[src/hw/voice_ctrl_defines.vh]
/*
 * Shared constants of the voice playback command controller: command
 * encodings, external ROM layout, power states and timing figures.
 * Assumes inclusion by bare name from the design files under hw/.
 */
`ifndef VOICE_CTRL_DEFINES_VH
`define VOICE_CTRL_DEFINES_VH

// command bytes and first-byte opcode nibbles
`define CMD_POWER_UP 8'h00
`define CMD_POWER_DOWN 8'h20
`define CMD_ANALOG_MODE 8'h04
`define OPC_PLAY 4'h4
`define OPC_STOP 4'h6
`define OPC_CHAN_VOLUME 4'hA

// analog mode second byte: speaker enable bit position
`define ANALOG_MODE_CMD_SPEN_BIT 1

// external ROM layout
`define ROM_CTRL_BASE 24'h000000
`define ROM_TEST_BASE 24'h002000
`define ROM_TEST_LAST 24'h00205F
`define ROM_WAVE_BASE 24'h002060
`define ROM_TOP 24'hFFFFFF
`define CTRL_ENTRY_SHIFT 3
`define PHRASE_COUNT 1024

// sample algorithms
`define ALG_ADPCM4 2'h0
`define ALG_NLPCM8 2'h1
`define ALG_PCM8 2'h2
`define ALG_PCM16 2'h3

// header kinds delivered by the ROM reader
`define HDR_PHRASE 2'h0
`define HDR_GAP 2'h1
`define HDR_END 2'h2

// power states
`define PWR_DOWN 2'h0
`define PWR_WAIT 2'h1
`define PWR_GODOWN 2'h2

// reset values
`define VOL_RESET 5'h00
`define ANALOG_MODE_CMD_RESET 8'h40
`define ADPCM_STEP_RESET 12'h010

// timing
`define CLK_PERIOD_NS 10
`define T_CMD_NS 10000
`define T_CMD_CYC (`T_CMD_NS / `CLK_PERIOD_NS)
`define T_MS_NS 1000000
`define T_MS_CYC (`T_MS_NS / `CLK_PERIOD_NS)
`define GAP_MIN_MS 11'd20
`define GAP_MAX_MS 11'd1024

`endif

[src/hw/sample_pair_buf.v]
/*
 * Two-entry buffer with valid/ready on both sides for the mixed sample
 * stream. Assumes a single clock and an active-low asynchronous reset.
 */
`timescale 1ns/1ps
`default_nettype none

module sample_pair_buf #(
	parameter W = 16
) (
	input wire ref_clk_i,
	input wire reset_n_i,
	input wire in_valid_i,
	output wire in_ready_o,
	input wire [W-1:0] in_data_i,
	output wire out_valid_o,
	input wire out_ready_i,
	output wire [W-1:0] out_data_o
);
	reg [W-1:0] slot0;
	reg [W-1:0] slot1;
	reg [1:0] fill;
	wire push = in_valid_i && in_ready_o;
	wire pop = out_valid_o && out_ready_i;

	// ready only while a slot is free, so a stalled reader pushes back
	assign in_ready_o = (fill != 2'h2);
	assign out_valid_o = (fill != 2'h0);
	assign out_data_o = slot0;

	// slot0 is always the head; slot1 shifts down on a pop
	always @(posedge ref_clk_i or negedge reset_n_i) begin
		if (!reset_n_i) begin
			slot0 <= {W{1'b0}};
			slot1 <= {W{1'b0}};
			fill <= 2'h0;
		end else begin
			if (pop) begin
				slot0 <= (fill == 2'h2) ? slot1 : in_data_i;
			end
			if (push) begin
				if (fill == 2'h0 || (fill == 2'h1 && pop)) begin
					slot0 <= in_data_i;
				end else begin
					slot1 <= in_data_i;
				end
			end
			if (push && !pop) begin
				fill <= fill + 2'h1;
			end else if (pop && !push) begin
				fill <= fill - 2'h1;
			end
		end
	end
endmodule

`default_nettype wire

[src/hw/voice_playback_power_command_control.v]
/*
 * Command interpreter, power state, four playback channels and mixer of a
 * voice playback device. Assumes a ROM reader on the same clock that
 * answers phrase and sequencing requests, and byte commands from host logic.
 */
`timescale 1ns/1ps
`default_nettype none
`include "voice_ctrl_defines.vh"

module voice_playback_power_command_control #(
	parameter MS_CYCLES = `T_MS_CYC,
	parameter CMD_CYCLES = `T_CMD_CYC
) (
	input wire ref_clk_i,
	input wire reset_n_i,
	input wire cmd_valid_i,
	output wire cmd_ready_o,
	input wire [7:0] cmd_byte_i,
	output wire cmd_busy_pin_n_o,
	output wire [3:0] cmd_ready_n_o,
	output wire [3:0] chan_busy_n_o,
	output wire [3:0] phrase_req_o,
	output wire [95:0] phrase_entry_addr_o,
	output wire [3:0] seq_req_o,
	input wire hdr_valid_i,
	input wire [1:0] hdr_chan_i,
	input wire [1:0] hdr_kind_i,
	input wire [1:0] hdr_algo_i,
	input wire [23:0] hdr_start_i,
	input wire [23:0] hdr_end_i,
	input wire hdr_seq_i,
	input wire [10:0] hdr_gap_ms_i,
	output wire [3:0] data_req_o,
	input wire [3:0] data_valid_i,
	input wire [63:0] data_i,
	input wire sample_tick_i,
	output wire mix_valid_o,
	input wire mix_ready_i,
	output wire [15:0] mix_data_o,
	output reg speaker_amp_en_o,
	output reg speaker_out_neg_oe_o,
	output reg speaker_out_pos_gnd_o,
	output reg signal_ground_ref_gnd_o,
	output reg internal_regulator_out_gnd_o,
	output wire [1:0] power_state_o
);
	localparam P_NONE = 2'h0;
	localparam P_ANALOG_MODE_CMD = 2'h1;
	localparam P_PLAY = 2'h2;
	localparam P_CHANNEL_VOLUME_CMD = 2'h3;
	localparam CH_IDLE = 3'h0;
	localparam CH_FETCH = 3'h1;
	localparam CH_PLAY = 3'h2;
	localparam CH_SEQ = 3'h3;
	localparam CH_GAP = 3'h4;

	// saturate an 18-bit signed value to 16 bits
	function [15:0] sat16;
		input signed [17:0] v;
		begin
			if (v > 18'sh07FFF) begin
				sat16 = 16'h7FFF;
			end else if (v < -18'sh08000) begin
				sat16 = 16'h8000;
			end else begin
				sat16 = v[15:0];
			end
		end
	endfunction

	// stateless decoders; nonlinear codes are sign, 3-bit exponent, 4-bit mantissa
	function [15:0] decode_pcm;
		input [1:0] alg;
		input [15:0] raw;
		reg [15:0] mag;
		begin
			mag = {8'h00, 4'h1, raw[3:0]} << raw[6:4];
			mag = mag << 3;
			case (alg)
				`ALG_NLPCM8: decode_pcm = raw[7] ? (16'h0000 - mag) : mag;
				`ALG_PCM8: decode_pcm = {raw[7:0], 8'h00};
				`ALG_PCM16: decode_pcm = raw;
				default: decode_pcm = 16'h0000;
			endcase
		end
	endfunction

	// phrase control entry address of a phrase number
	function [23:0] entry_addr;
		input [9:0] phrase;
		begin
			entry_addr = `ROM_CTRL_BASE + ({14'h0000, phrase} << `CTRL_ENTRY_SHIFT);
		end
	endfunction

	reg [1:0] pwr;
	reg [15:0] proc_cnt;
	reg [1:0] pend;
	reg [5:0] pend_arg;
	reg [7:0] analog_mode_cmd;
	reg [19:0] vols;
	reg [3:0] play_go;
	reg [9:0] play_phr;
	reg [3:0] stop_go;
	reg tick_pend;
	wire [2:0] st_all [0:3];
	wire [3:0] ch_active;
	wire [3:0] ch_fetch;
	wire proc = (proc_cnt != 16'h0000);
	wire take = cmd_valid_i && cmd_ready_o;
	wire [3:0] opc = cmd_byte_i[7:4];

	assign cmd_ready_o = !proc;
	assign cmd_busy_pin_n_o = !proc;
	assign power_state_o = pwr;
	assign cmd_ready_n_o = ~({4{proc}} | ch_fetch);
	assign chan_busy_n_o = ~({4{proc}} | ch_active);

	// command interpreter and power state; settings clear on power-down
	always @(posedge ref_clk_i or negedge reset_n_i) begin
		if (!reset_n_i) begin
			pwr <= `PWR_DOWN;
			proc_cnt <= 16'h0000;
			pend <= P_NONE;
			pend_arg <= 6'h00;
			analog_mode_cmd <= `ANALOG_MODE_CMD_RESET;
			vols <= {4{`VOL_RESET}};
			play_go <= 4'h0;
			play_phr <= 10'h000;
			stop_go <= 4'h0;
		end else begin
			play_go <= 4'h0;
			stop_go <= 4'h0;
			if (take) begin
				proc_cnt <= CMD_CYCLES[15:0];
			end else if (proc) begin
				proc_cnt <= proc_cnt - 16'h0001;
			end
			// busy pin rises at the end of power-down processing
			if (pwr == `PWR_GODOWN && proc_cnt == 16'h0001) begin
				pwr <= `PWR_DOWN;
				// settings clear only now, so the amplifier runs through the interval
				analog_mode_cmd <= `ANALOG_MODE_CMD_RESET;
				vols <= {4{`VOL_RESET}};
			end
			if (take && pend != P_NONE) begin
				pend <= P_NONE;
				case (pend)
					P_ANALOG_MODE_CMD: analog_mode_cmd <= cmd_byte_i;
					P_PLAY: begin
						play_go <= 4'h1 << pend_arg[1:0];
						play_phr <= {pend_arg[3:2], cmd_byte_i};
					end
					P_CHANNEL_VOLUME_CMD: begin
						if (pend_arg[0]) vols[4:0] <= cmd_byte_i[4:0];
						if (pend_arg[1]) vols[9:5] <= cmd_byte_i[4:0];
						if (pend_arg[2]) vols[14:10] <= cmd_byte_i[4:0];
						if (pend_arg[3]) vols[19:15] <= cmd_byte_i[4:0];
					end
					default: pend <= P_NONE;
				endcase
			end else if (take && pwr == `PWR_DOWN) begin
				// only the power-up byte means anything while powered down
				if (cmd_byte_i == `CMD_POWER_UP) begin
					pwr <= `PWR_WAIT;
				end
			end else if (take && pwr == `PWR_WAIT) begin
				if (cmd_byte_i == `CMD_POWER_DOWN) begin
					if (ch_active == 4'h0 && ch_fetch == 4'h0) begin
						pwr <= `PWR_GODOWN;
					end
				end else if (cmd_byte_i == `CMD_ANALOG_MODE) begin
					if (ch_active == 4'h0) begin
						pend <= P_ANALOG_MODE_CMD;
					end
				end else if (opc == `OPC_PLAY) begin
					pend <= P_PLAY;
					pend_arg <= cmd_byte_i[5:0];
				end else if (opc == `OPC_STOP) begin
					stop_go <= cmd_byte_i[3:0];
				end else if (opc == `OPC_CHAN_VOLUME) begin
					pend <= P_CHANNEL_VOLUME_CMD;
					pend_arg <= {2'h0, cmd_byte_i[3:0]};
				end
			end
		end
	end

	// analog pins: amplifier only through the analog mode setting
	always @(posedge ref_clk_i or negedge reset_n_i) begin
		if (!reset_n_i) begin
			speaker_amp_en_o <= 1'b0;
			speaker_out_neg_oe_o <= 1'b0;
			speaker_out_pos_gnd_o <= 1'b1;
			signal_ground_ref_gnd_o <= 1'b1;
			internal_regulator_out_gnd_o <= 1'b1;
		end else begin
			speaker_amp_en_o <= (pwr != `PWR_DOWN) && analog_mode_cmd[`ANALOG_MODE_CMD_SPEN_BIT];
			speaker_out_neg_oe_o <= (pwr != `PWR_DOWN) && analog_mode_cmd[`ANALOG_MODE_CMD_SPEN_BIT];
			speaker_out_pos_gnd_o <= (pwr == `PWR_DOWN);
			signal_ground_ref_gnd_o <= (pwr == `PWR_DOWN);
			internal_regulator_out_gnd_o <= (pwr == `PWR_DOWN);
		end
	end

	genvar g;
	wire [87:0] scaled;
	generate
		for (g = 0; g < 4; g = g + 1) begin : chan
			localparam [1:0] CH = g;
			reg [2:0] st;
			reg [1:0] algo;
			reg seq;
			reg [24:0] pos;
			reg [24:0] last;
			reg [15:0] smp;
			reg [11:0] step;
			reg [10:0] gap_ms;
			reg [31:0] ms_cnt;
			reg [23:0] eaddr;
			wire hit = hdr_valid_i && (hdr_chan_i == CH);
			wire [15:0] raw = data_i[16*g +: 16];
			// a header is usable only if its samples lie in the waveform region
			wire hdr_ok = (hdr_start_i >= `ROM_WAVE_BASE) && (hdr_end_i >= hdr_start_i);
			wire [24:0] inc = (algo == `ALG_PCM16) ? 25'h4 : (algo == `ALG_ADPCM4) ? 25'h1 : 25'h2;
			wire [24:0] next_pos = pos + inc;
			wire [2:0] mag = raw[2:0];
			wire [15:0] diff = ({4'h0, step} * {12'h000, mag, 1'b1}) >> 3;
			wire signed [17:0] adp_sum = raw[3] ? ($signed({{2{smp[15]}}, smp}) -
				$signed({2'b00, diff})) : ($signed({{2{smp[15]}}, smp}) + $signed({2'b00, diff}));
			wire signed [21:0] prod = $signed(smp) * $signed({1'b0, vols[5*g +: 5]});

			assign st_all[g] = st;
			assign ch_active[g] = (st != CH_IDLE) && (st != CH_FETCH);
			assign ch_fetch[g] = (st == CH_FETCH);
			assign phrase_req_o[g] = (st == CH_FETCH);
			assign seq_req_o[g] = (st == CH_SEQ);
			assign data_req_o[g] = (st == CH_PLAY);
			assign phrase_entry_addr_o[24*g +: 24] = eaddr;
			assign scaled[22*g +: 22] = (st == CH_PLAY) ? (prod >>> 5) : 22'sh000000;

			// channel sequencer: fetch header, play, follow sequencing list
			always @(posedge ref_clk_i or negedge reset_n_i) begin
				if (!reset_n_i) begin
					st <= CH_IDLE;
					algo <= `ALG_ADPCM4;
					seq <= 1'b0;
					pos <= 25'h0;
					last <= 25'h0;
					smp <= 16'h0000;
					step <= `ADPCM_STEP_RESET;
					gap_ms <= 11'h000;
					ms_cnt <= 32'h0;
					eaddr <= `ROM_CTRL_BASE;
				end else if (pwr == `PWR_DOWN || stop_go[g]) begin
					st <= CH_IDLE;
					smp <= 16'h0000;
				end else if (play_go[g]) begin
					st <= CH_FETCH;
					eaddr <= entry_addr(play_phr);
				end else begin
					case (st)
						CH_FETCH, CH_SEQ: begin
							if (hit && hdr_kind_i == `HDR_PHRASE) begin
								st <= hdr_ok ? CH_PLAY : CH_IDLE;
								algo <= hdr_algo_i;
								pos <= {hdr_start_i, 1'b0};
								last <= {hdr_end_i, 1'b1};
								smp <= 16'h0000;
								step <= `ADPCM_STEP_RESET;
								seq <= hdr_seq_i | (st == CH_SEQ);
							end else if (hit && st == CH_SEQ && hdr_kind_i == `HDR_GAP) begin
								st <= CH_GAP;
								ms_cnt <= 32'h0;
								gap_ms <= (hdr_gap_ms_i < `GAP_MIN_MS) ? `GAP_MIN_MS :
									(hdr_gap_ms_i > `GAP_MAX_MS) ? `GAP_MAX_MS : hdr_gap_ms_i;
							end else if (hit && st == CH_SEQ) begin
								st <= CH_IDLE;
							end
						end
						CH_PLAY: begin
							if (data_valid_i[g]) begin
								pos <= next_pos;
								if (algo == `ALG_ADPCM4) begin
									smp <= sat16(adp_sum);
									if (mag >= 3'h4) begin
										step <= (step >= 12'h400) ? 12'h7FF : {step[10:0], 1'b0};
									end else if (step > `ADPCM_STEP_RESET) begin
										step <= step - {3'h0, step[11:3]};
									end
								end else begin
									smp <= decode_pcm(algo, raw);
								end
								// the sequencing list is read only for phrases that asked or were reached through the list
								if (next_pos > last) begin
									st <= seq ? CH_SEQ : CH_IDLE;
								end
							end
						end
						CH_GAP: begin
							smp <= 16'h0000;
							if (ms_cnt == MS_CYCLES - 1) begin
								ms_cnt <= 32'h0;
								gap_ms <= gap_ms - 11'h001;
								if (gap_ms == 11'h001) begin
									st <= CH_SEQ;
								end
							end else begin
								ms_cnt <= ms_cnt + 32'h1;
							end
						end
						default: st <= CH_IDLE;
					endcase
				end
			end
		end
	endgenerate

	// mixer: one summed sample per tick, held while the buffer is full
	reg signed [23:0] mix_sum;
	reg [15:0] mix_word;
	wire buf_ready;
	wire mix_go = (sample_tick_i || tick_pend) && (pwr != `PWR_DOWN);
	always @* begin
		mix_sum = $signed({{2{scaled[21]}}, scaled[21:0]}) +
			$signed({{2{scaled[43]}}, scaled[43:22]}) +
			$signed({{2{scaled[65]}}, scaled[65:44]}) +
			$signed({{2{scaled[87]}}, scaled[87:66]});
		// clipping is left to the host's volume settings, the sum only saturates
		if (mix_sum > 24'sh007FFF) begin
			mix_word = 16'h7FFF;
		end else if (mix_sum < -24'sh008000) begin
			mix_word = 16'h8000;
		end else begin
			mix_word = mix_sum[15:0];
		end
	end

	// a tick that meets a full buffer waits rather than being dropped
	always @(posedge ref_clk_i or negedge reset_n_i) begin
		if (!reset_n_i) begin
			tick_pend <= 1'b0;
		end else begin
			tick_pend <= mix_go && !buf_ready;
		end
	end

	sample_pair_buf #(
		.W(16)
	) u_mix_buf (
		.ref_clk_i(ref_clk_i),
		.reset_n_i(reset_n_i),
		.in_valid_i(mix_go),
		.in_ready_o(buf_ready),
		.in_data_i(mix_word),
		.out_valid_o(mix_valid_o),
		.out_ready_i(mix_ready_i),
		.out_data_o(mix_data_o)
	);
endmodule

`default_nettype wire

[config.mk]
export PLATFORM = sky130hd
export DESIGN_NAME = voice_playback_power_command_control
export DESIGN_NICKNAME = d
export VERILOG_FILES = /design/src/hw/sample_pair_buf.v /design/src/hw/voice_playback_power_command_control.v
export VERILOG_INCLUDE_DIRS = /design/src /design/src/hw
export SDC_FILE = /design/constraint.sdc
export NUM_CORES = 2
export LEC_CHECK = 0
export BUFFER_PORTS_ARGS = -buffer_cell sky130_fd_sc_hd__buf_4
export CAP_MARGIN = 20
export CORE_AREA = 5 5 361 363
export CTS_BUF_LIST = sky130_fd_sc_hd__clkbuf_8
export CTS_CLUSTER_SIZE = 30
export DETAILED_ROUTE_END_ITERATION = 10
export DIE_AREA = 0 0 366 368
export GPL_TIMING_DRIVEN = 0
export MAX_ROUTING_LAYER = met4
export PLACE_DENSITY_LB_ADDON = 0.25
export SYNTH_ARGS = -nofsm -noshare
export SYNTH_HDL_FRONTEND = slang
export SYNTH_SLANG_ARGS = --single-unit
export TNS_END_PERCENT = 5
[constraint.sdc]
create_clock -name ref_clk_i -period 12.85 [get_ports ref_clk_i]
set_input_delay 1.285 -clock ref_clk_i [delete_from_list [all_inputs] [get_ports ref_clk_i]]
set_output_delay 1.285 -clock ref_clk_i [all_outputs]
set_load 0.05 [all_outputs]
# --- Word level (Yosys, flattened, before mapping) ---
# Cells that the tools add are included.
word_totals:
  regBits: 655
  inputBits: 148
  out_inout_bits: 142
  word_cells: 620
op_classes:
  add_sub_neg: 34
  multipliers: 8
  n_lt_le_gt_ge: 30
  n_eq_ne: 123
  shifts: 5
  muxes: 223
  bitwise: 21
  n_reduce_logical: 121
ops:
  columns: ["op", "n"]
  rows:
  - ["$mux W16", 40]
  - ["$mux W32", 12]
  - ["$pmux W16 S3", 8]
  - ["$mux W12", 24]
  - ["$pmux W32 S2", 4]
  - ["$mux W25", 8]
  - ["$pmux W25 S2", 4]
  - ["$mux W11", 14]
  - ["$add A32 B1 Y32 const B", 4]
  - ["$eq A32 B17 Y1 const B", 4]
  - ["$mux W3", 40]
  - ["$add A25 B3 Y25", 4]
  - ["$gt A25 B25 Y1", 4]
  - ["$pmux W12 S2", 4]
  - ["$mul A16 B6 Y22", 4]
  - ["$mux W22", 4]
  - ["$pmux W11 S2", 4]
  - ["$gt A18 B16 Y1 const B", 4]
  - ["$lt A18 B16 Y1 const B", 4]
  - ["$mux W18", 4]
  - ["$add A16 B14 Y17", 4]
  - ["$sub A16 B14 Y17", 4]
  - ["$mul A12 B4 Y16", 4]
  - ["$sub A1 B16 Y16 const A", 4]
  - ["63 further kinds", 351]

# --- Logic depth before layout (Yosys ltp) ---
logic_depth:
  ltp_word: 12
  ltp_mapped: 34
  mapped_depth_nobuf: 32

# --- Cells and area by module ---
# Synthesis repeated with hierarchy kept, for this count alone.
unflattened:
  hier_cells: 7390
  hier_area_um2: 62427.4
modules_own_cells:
  columns: ["mod", "instances", "cells_per_inst", "area_per_inst_um2", "seq_area_each_um2"]
  rows:
  - ["voice_playback_power_command_control", 1, 7263, 60704.5, 15371.0]
  - ["sample_pair_buf", 1, 127, 1722.9, 850.8]

# --- Worst setup path before layout ---
# No wires, ideal clock.
synth_path:
  path_type: "input to register"
  from: "in data_i[34]"
  to: "reg chan[2].smp[1]"
  setup_time_ps: 135
  arrival_time_ps: 8292
  t_required_ps: 12715
  path_slack_ps: 4423
  path_stages: 30
  path_buffers: 5
  path_cell_list: "clkbuf_1 > clkbuf_1 > clkbuf_1 > buf_1 > nand2_1 > fa_1 > inv_1 > fa_1 > ha_1 > nor2b_1 > o31a_1 > o21ai_0 > or3b_2 > nand2_1 > and3_1 > nand2_1 > o21ai_0 > o21ai_0 > xnor2_1 > ha_1 > and4_1 > a221oi_1 > o21ai_0 > a2111oi_0 > o21ba_2 > o21ai_0 > mux2_2 > buf_6 > a211oi_2 > o31ai_2"
synth_between:
  elab_chain_len: 11
  elab_cells_between_ends: 13
  classes_between: "2 x add/sub; 1 x mul; 2 x order compare; 8 x mux"
synth_rtl:
  columns: ["element", "line_no", "source"]
  rows:
  - ["start, declared", "voice_playback_power_command_control.v:35", "input wire [63:0] data_i,"]
  - ["$mul A12 B4 Y16 (*)", "voice_playback_power_command_control.v:228", "wire [15:0] diff = ({4'h0, step} * {12'h000, mag, 1'b1}) >> 3;"]
  - ["$add A16 B14 Y17 / $sub A16 B14 Y17 (equally long branches)", "voice_playback_power_command_control.v:230, voice_playback_power_command_control.v:229", null]
  - ["$mux W18 (*)", "voice_playback_power_command_control.v:229", "wire signed [17:0] adp_sum = raw[3] ? ($signed({{2{smp[15]}}, smp}) -"]
  - ["$lt A18 B16 Y1", "voice_playback_power_command_control.v:63", "end else if (v < -18'sh08000) begin"]
  - ["$mux W16", "voice_playback_power_command_control.v:63", null]
  - ["$mux W16 (*)", "voice_playback_power_command_control.v:61", "if (v > 18'sh07FFF) begin"]
  - ["$mux W16 (*)", "voice_playback_power_command_control.v:284", "if (algo == `ALG_ADPCM4) begin"]
  - ["$mux W16 (*)", "voice_playback_power_command_control.v:282", "if (data_valid_i[g]) begin"]
  - ["$pmux W16 S3 (*)", "voice_playback_power_command_control.v:262", "case (st)"]
  - ["$mux W16 (*)", "voice_playback_power_command_control.v:258", "end else if (play_go[g]) begin"]
  - ["$mux W16 (*)", "voice_playback_power_command_control.v:255", "end else if (pwr == `PWR_DOWN || stop_go[g]) begin"]
  - ["end signal, assigned", "voice_playback_power_command_control.v:285", "smp <= sat16(adp_sum);"]
  - ["end signal, assigned", "voice_playback_power_command_control.v:292", "smp <= decode_pcm(algo, raw);"]
  - ["end, declared", "voice_playback_power_command_control.v:216", "reg [15:0] smp;"]
# Every way passes the cells marked *; elsewhere a longest branch is shown, timed or not. The select of a mux whose other input is x is not followed.
# A chain may end at the register's enable or synchronous reset.

# --- Final worst setup path ---
layout_path:
  from: "reg vols[10]"
  to: "reg u_mix_buf.slot0[10], in the netlist u_mix_buf.out_data_o[10]"
layout_between:
  elab_chain_len: 11
  elab_cells_between_ends: 12
  classes_between: "2 x add/sub; 1 x mul; 2 x order compare; 7 x mux"
layout_rtl:
  columns: ["element", "line_no", "source"]
  rows:
  - ["start, declared", "voice_playback_power_command_control.v:101", "reg [19:0] vols;"]
  - ["start signal, assigned", "voice_playback_power_command_control.v:127", "vols <= {4{`VOL_RESET}};"]
  - ["start signal, assigned", "voice_playback_power_command_control.v:144", "vols <= {4{`VOL_RESET}};"]
  - ["start signal, assigned", "voice_playback_power_command_control.v:157", "if (pend_arg[2]) vols[14:10] <= cmd_byte_i[4:0];"]
  - ["$mul A16 B6 Y22 (*)", "voice_playback_power_command_control.v:231", "wire signed [21:0] prod = $signed(smp) * $signed({1'b0, vols[5*g +: 5]});"]
  - ["$mux W22 (*)", "voice_playback_power_command_control.v:240", "assign scaled[22*g +: 22] = (st == CH_PLAY) ? (prod >>> 5) : 22'sh000000;"]
  - ["$add A23 B22 Y24 (*)", "voice_playback_power_command_control.v:326", "$signed({{2{scaled[43]}}, scaled[43:22]}) +"]
  - ["$add A24 B22 Y24 (*)", "voice_playback_power_command_control.v:327", "$signed({{2{scaled[65]}}, scaled[65:44]}) +"]
  - ["$lt A24 B16 Y1", "voice_playback_power_command_control.v:332", "end else if (mix_sum < -24'sh008000) begin"]
  - ["$mux W16", "voice_playback_power_command_control.v:332", null]
  - ["$mux W16 (*)", "voice_playback_power_command_control.v:330", "if (mix_sum > 24'sh007FFF) begin"]
  - ["$mux W16", "sample_pair_buf.v:39", "slot0 <= (fill == 2'h2) ? slot1 : in_data_i;"]
  - ["$mux W16", "sample_pair_buf.v:38", "if (pop) begin"]
  - ["$mux W16", "sample_pair_buf.v:42", "if (fill == 2'h0 || (fill == 2'h1 && pop)) begin"]
  - ["$mux W16 (*)", "sample_pair_buf.v:41", "if (push) begin"]
  - ["end signal, assigned", "sample_pair_buf.v:34", "slot0 <= {W{1'b0}};"]
  - ["end signal, assigned", "sample_pair_buf.v:39", null]
  - ["end signal, assigned", "sample_pair_buf.v:43", "slot0 <= in_data_i;"]
  - ["end, declared", "sample_pair_buf.v:20", "reg [W-1:0] slot0;"]
# Every way passes the cells marked *; elsewhere a longest branch is shown, timed or not.

==> flow_metrics.py <==
metrics = {
    "global_route": {
        "grt_first_pass_wirelength_um": 301000,
        "grt_max_degree": 121,
        "grt_overflow": 0,
        "gr-usage-all-layers_pct": 28.5,
        "grt_pass1_vias": 55000,
        "antenna_found_initial": 36,
    },
    "sta": {
        "period_share_pct": 75.4,
        "slew_violations": 0,
        "period_minus_slack_ns": 9.69,
        "setup_tns_ns": 0,
        "setup_viol": 0,
        "worst_pin_slew_ns": 1.20,
        "finClkSkew_ns": 0.0406,
        "fmax_mhz": 103,
        "hold_violations": 0,
        "rsz0062_at_grt": "false",
        "slew-limit-headroom_pct": 19.2,
        "whs_ns": 0.438,
    },
    "floorplanning": {
        "start_util_pct": 49.7,
        "die_h_um": 368,
        "io_pins": 290,
        "rows": 131,
        "core-area_mm2": 0.127,
        "die_area_mm2": 0.135,
        "die_x_um": 366,
    },
    "routing": {
        "wl_um": 191000,
        "first_iter_violations": 4707,
        "vias_per_cell": 5.81,
        "firstDrtPassIters": 6,
        "num_vias": 56500,
        "wl_per_cell_um": 19.7,
        "ant_nets": 0,
        "drc": 0,
    },
    "clock_network": {
        "cts_buffer_depth": 3,
        "clkTransAtPathRegs_ns": 0.05,
        "cts_tree": "done",
        "clock_latency_ns": 0.86,
        "cts_setup_buffers": 0,
        "cts.sinks": 648,
        "htree_levels": 4,
        "cts_resized": 0,
        "cts-root-buf": "clkbuf_8",
        "cts-buffers-inserted": 131,
        "hold_buffers": 0,
    },
    "setup_path": {
        "worstSetupPathType": "flop to flop",
        "critPathLaunchType": "flop",
        "critical-path-top-delay-family": "adder cells",
        "crit_top_cell": "fa_1",
        "required_ns": 13.59,
        "r2r_start": "vols[10]",
        "startpoint": "vols[10]",
        "critPathSlowestCell": "a31oi_1",
        "cp.depth": 30,
        "cp_num_buf_inv": 5,
        "crit_path_max_incr_delay_ns": 0.67,
        "crit_path_end_kind": "flop",
        "r2r_cells": 30,
        "cp_data_arrival_time_ns": 10.43,
        "critPathMaxFanout": 10,
    },
    "place": {
        "place_area_mm2": 0.0670,
        "dp.final_hpwl_um": 149000,
        "place_congestion": 0.950,
        "dp.cells": 9458,
        "place.port_buffers": 218,
    },
    "worst_hold_path": {
        "hp-class": "primary input to async pin",
    },
    "yosys": {
        "yosysTopAreaCell": "dfrtp_1",
        "async_flop_share_pct": 100,
        "synth_area_mm2": 0.0629,
        "synth-seq-cells": 648,
        "syn_area_per_cell_um2": 8.37,
        "synth.distinct_cells": 96,
        "synth_edf_count": 0,
        "syn_inst": 7516,
        "synth_area_leaders": "dfrtp_1 26%, ha_1 10%, fa_1 10%",
        "synth_ff_type": "dfrtp_1",
        "ys_seq_area_share_pct": 25.8,
        "synth_top_area_share_pct": 25.6,
        "synth-warning-count": 0,
    },
    "finish": {
        "layoutNonFillerInstCount": 9729,
        "multi_input_area_mm2": 0.0424,
        "drive_gt1_share_pct": 8.96,
        "layout.area.seq_mm2": 0.0162,
        "syn_to_final_growth_pct": 11.1,
        "fillers": 11600,
        "nets": 8917,
        "finalInstanceArea_mm2": 0.0699,
        "final_util_pct": 55.2,
    },
    "job": {
        "cap_violations": 0,
    },
    "status": {
        "status": "completed",
    },
    "power": {
        "p_leak_nw": 34.1,
        "power.density_mw_per_mm2": 122,
        "vdd.ir_drop.worst_mv": 0.120,
    },
}
## where the power goes
part / switching (mW) / internal, mW / leakage [nW] / total, mW
Combinational: 2.09 / 1.38 / 23.8 / 3.48
Clock: 1.03 / 1.27 / 1.56 / 2.30
Sequential: 0.378 / 2.34 / 8.71 / 2.72
## registers in the layout, indices dropped and copies added, names as in the netlist, 20 cells and up
name         count
chan.last      100
chan.gap_ms     44
vols            20
chan.smp        64
chan.ms_cnt    128
chan.eaddr      40
chan.pos       100
chan.step       48
## final timing paths
kind / end / slack, ns
worst max register to register: u_mix_buf.out_data_o[10] / 3.16
max in group asynchronous: chan[1].eaddr[6] / 10.59
worst max-delay path: u_mix_buf.out_data_o[10] / 3.16
worst min register to register: proc_cnt[14] / 0.47
min in group ref_clk_i: proc_cnt[14] / 0.47
worst min-delay path: chan[2].step[0] / 0.44
## layout make-up
class / instances / area share, %
well taps: 1662 / 2.98
diodes: 38 / 0.136
clock inverters: 70 / 0.766
repair buffers: 225 / 2.58
multi-input cells: 5794 / 60.7
plain buffers: 358 / 2.29
flip-flops and latches: 648 / 23.2
inverters: 771 / 4.14
clock buffers: 163 / 3.21
## per-layer routing
layer  global-route usage (%)  part of all wire [%]
met5                        -                     0
met4                     10.5                   3.7
met2                     44.9                    46
met3                     6.49                   8.4
met1                     36.1                    42
## cells in the mapped netlist, types with 12 or more instances
cell type,count
a211o_1,12
a211oi_1,29
a21boi_0,26
a21o_1,121
a21oi_1,445
a221oi_1,40
a22o_1,24
a22oi_1,45
a31o_2,13
a31oi_1,44
and2_1,334
and3_1,101
and4_1,19
buf_1,25
buf_4,61
clkbuf_1,263
dfrtp_1,643
fa_1,319
ha_1,521
inv_1,766
mux2_2,156
mux2i_1,40
nand2_1,795
nand2b_1,79
nand3_1,189
nand3b_1,14
nand4_1,84
nor2_1,511
nor2b_1,85
nor3_1,131
nor3b_1,23
nor4_1,62
o211ai_1,40
o21a_1,65
o21ai_0,509
o221ai_1,67
o22ai_1,55
o31a_1,17
o31ai_1,43
o41ai_1,13
or2_2,24
or3_1,66
xnor2_1,239
xor2_1,169
## stage by stage
stage / power (mW) / setup slack, ns
final: 8.50 / 3.16
after global routing: 9.08 / 2.62
after CTS: 8.49 / 3.29
after detailed placement: 6.16 / 2.82
after global placement: 6.04 / 2.78
after floorplan: 5.20 / 4.42
## layout by cell type (no fill, tap or decap), types with 163 or more instances in the layout
cell / count
xnor2_1: 239
ha_1: 521
o21ai_0: 509
xor2_1: 169
clkbuf_8: 163
nand2_1: 795
a21oi_1: 445
buf_4: 279
dfrtp_1: 643
nor2_1: 511
nand3_1: 189
clkbuf_1: 263
fa_1: 319
and2_1: 334
inv_1: 802
## cell families after synthesis
logic type | count (synthesis) | share of synthesized area, %
AND/OR/NAND/NOR | 2554 | 19.9
flip-flops | 648 | 25.8
multiplexers | 198 | 3.50
adder cells (fa/ha/maj) | 841 | 20.5
buffers and inverters | 1129 | 7.14
AO/OA/AOI/OAI | 1735 | 17.4
XOR/XNOR | 410 | 5.74
other | 1 | 0.00596
No activity file was read; power rests on OpenSTA's default activity.
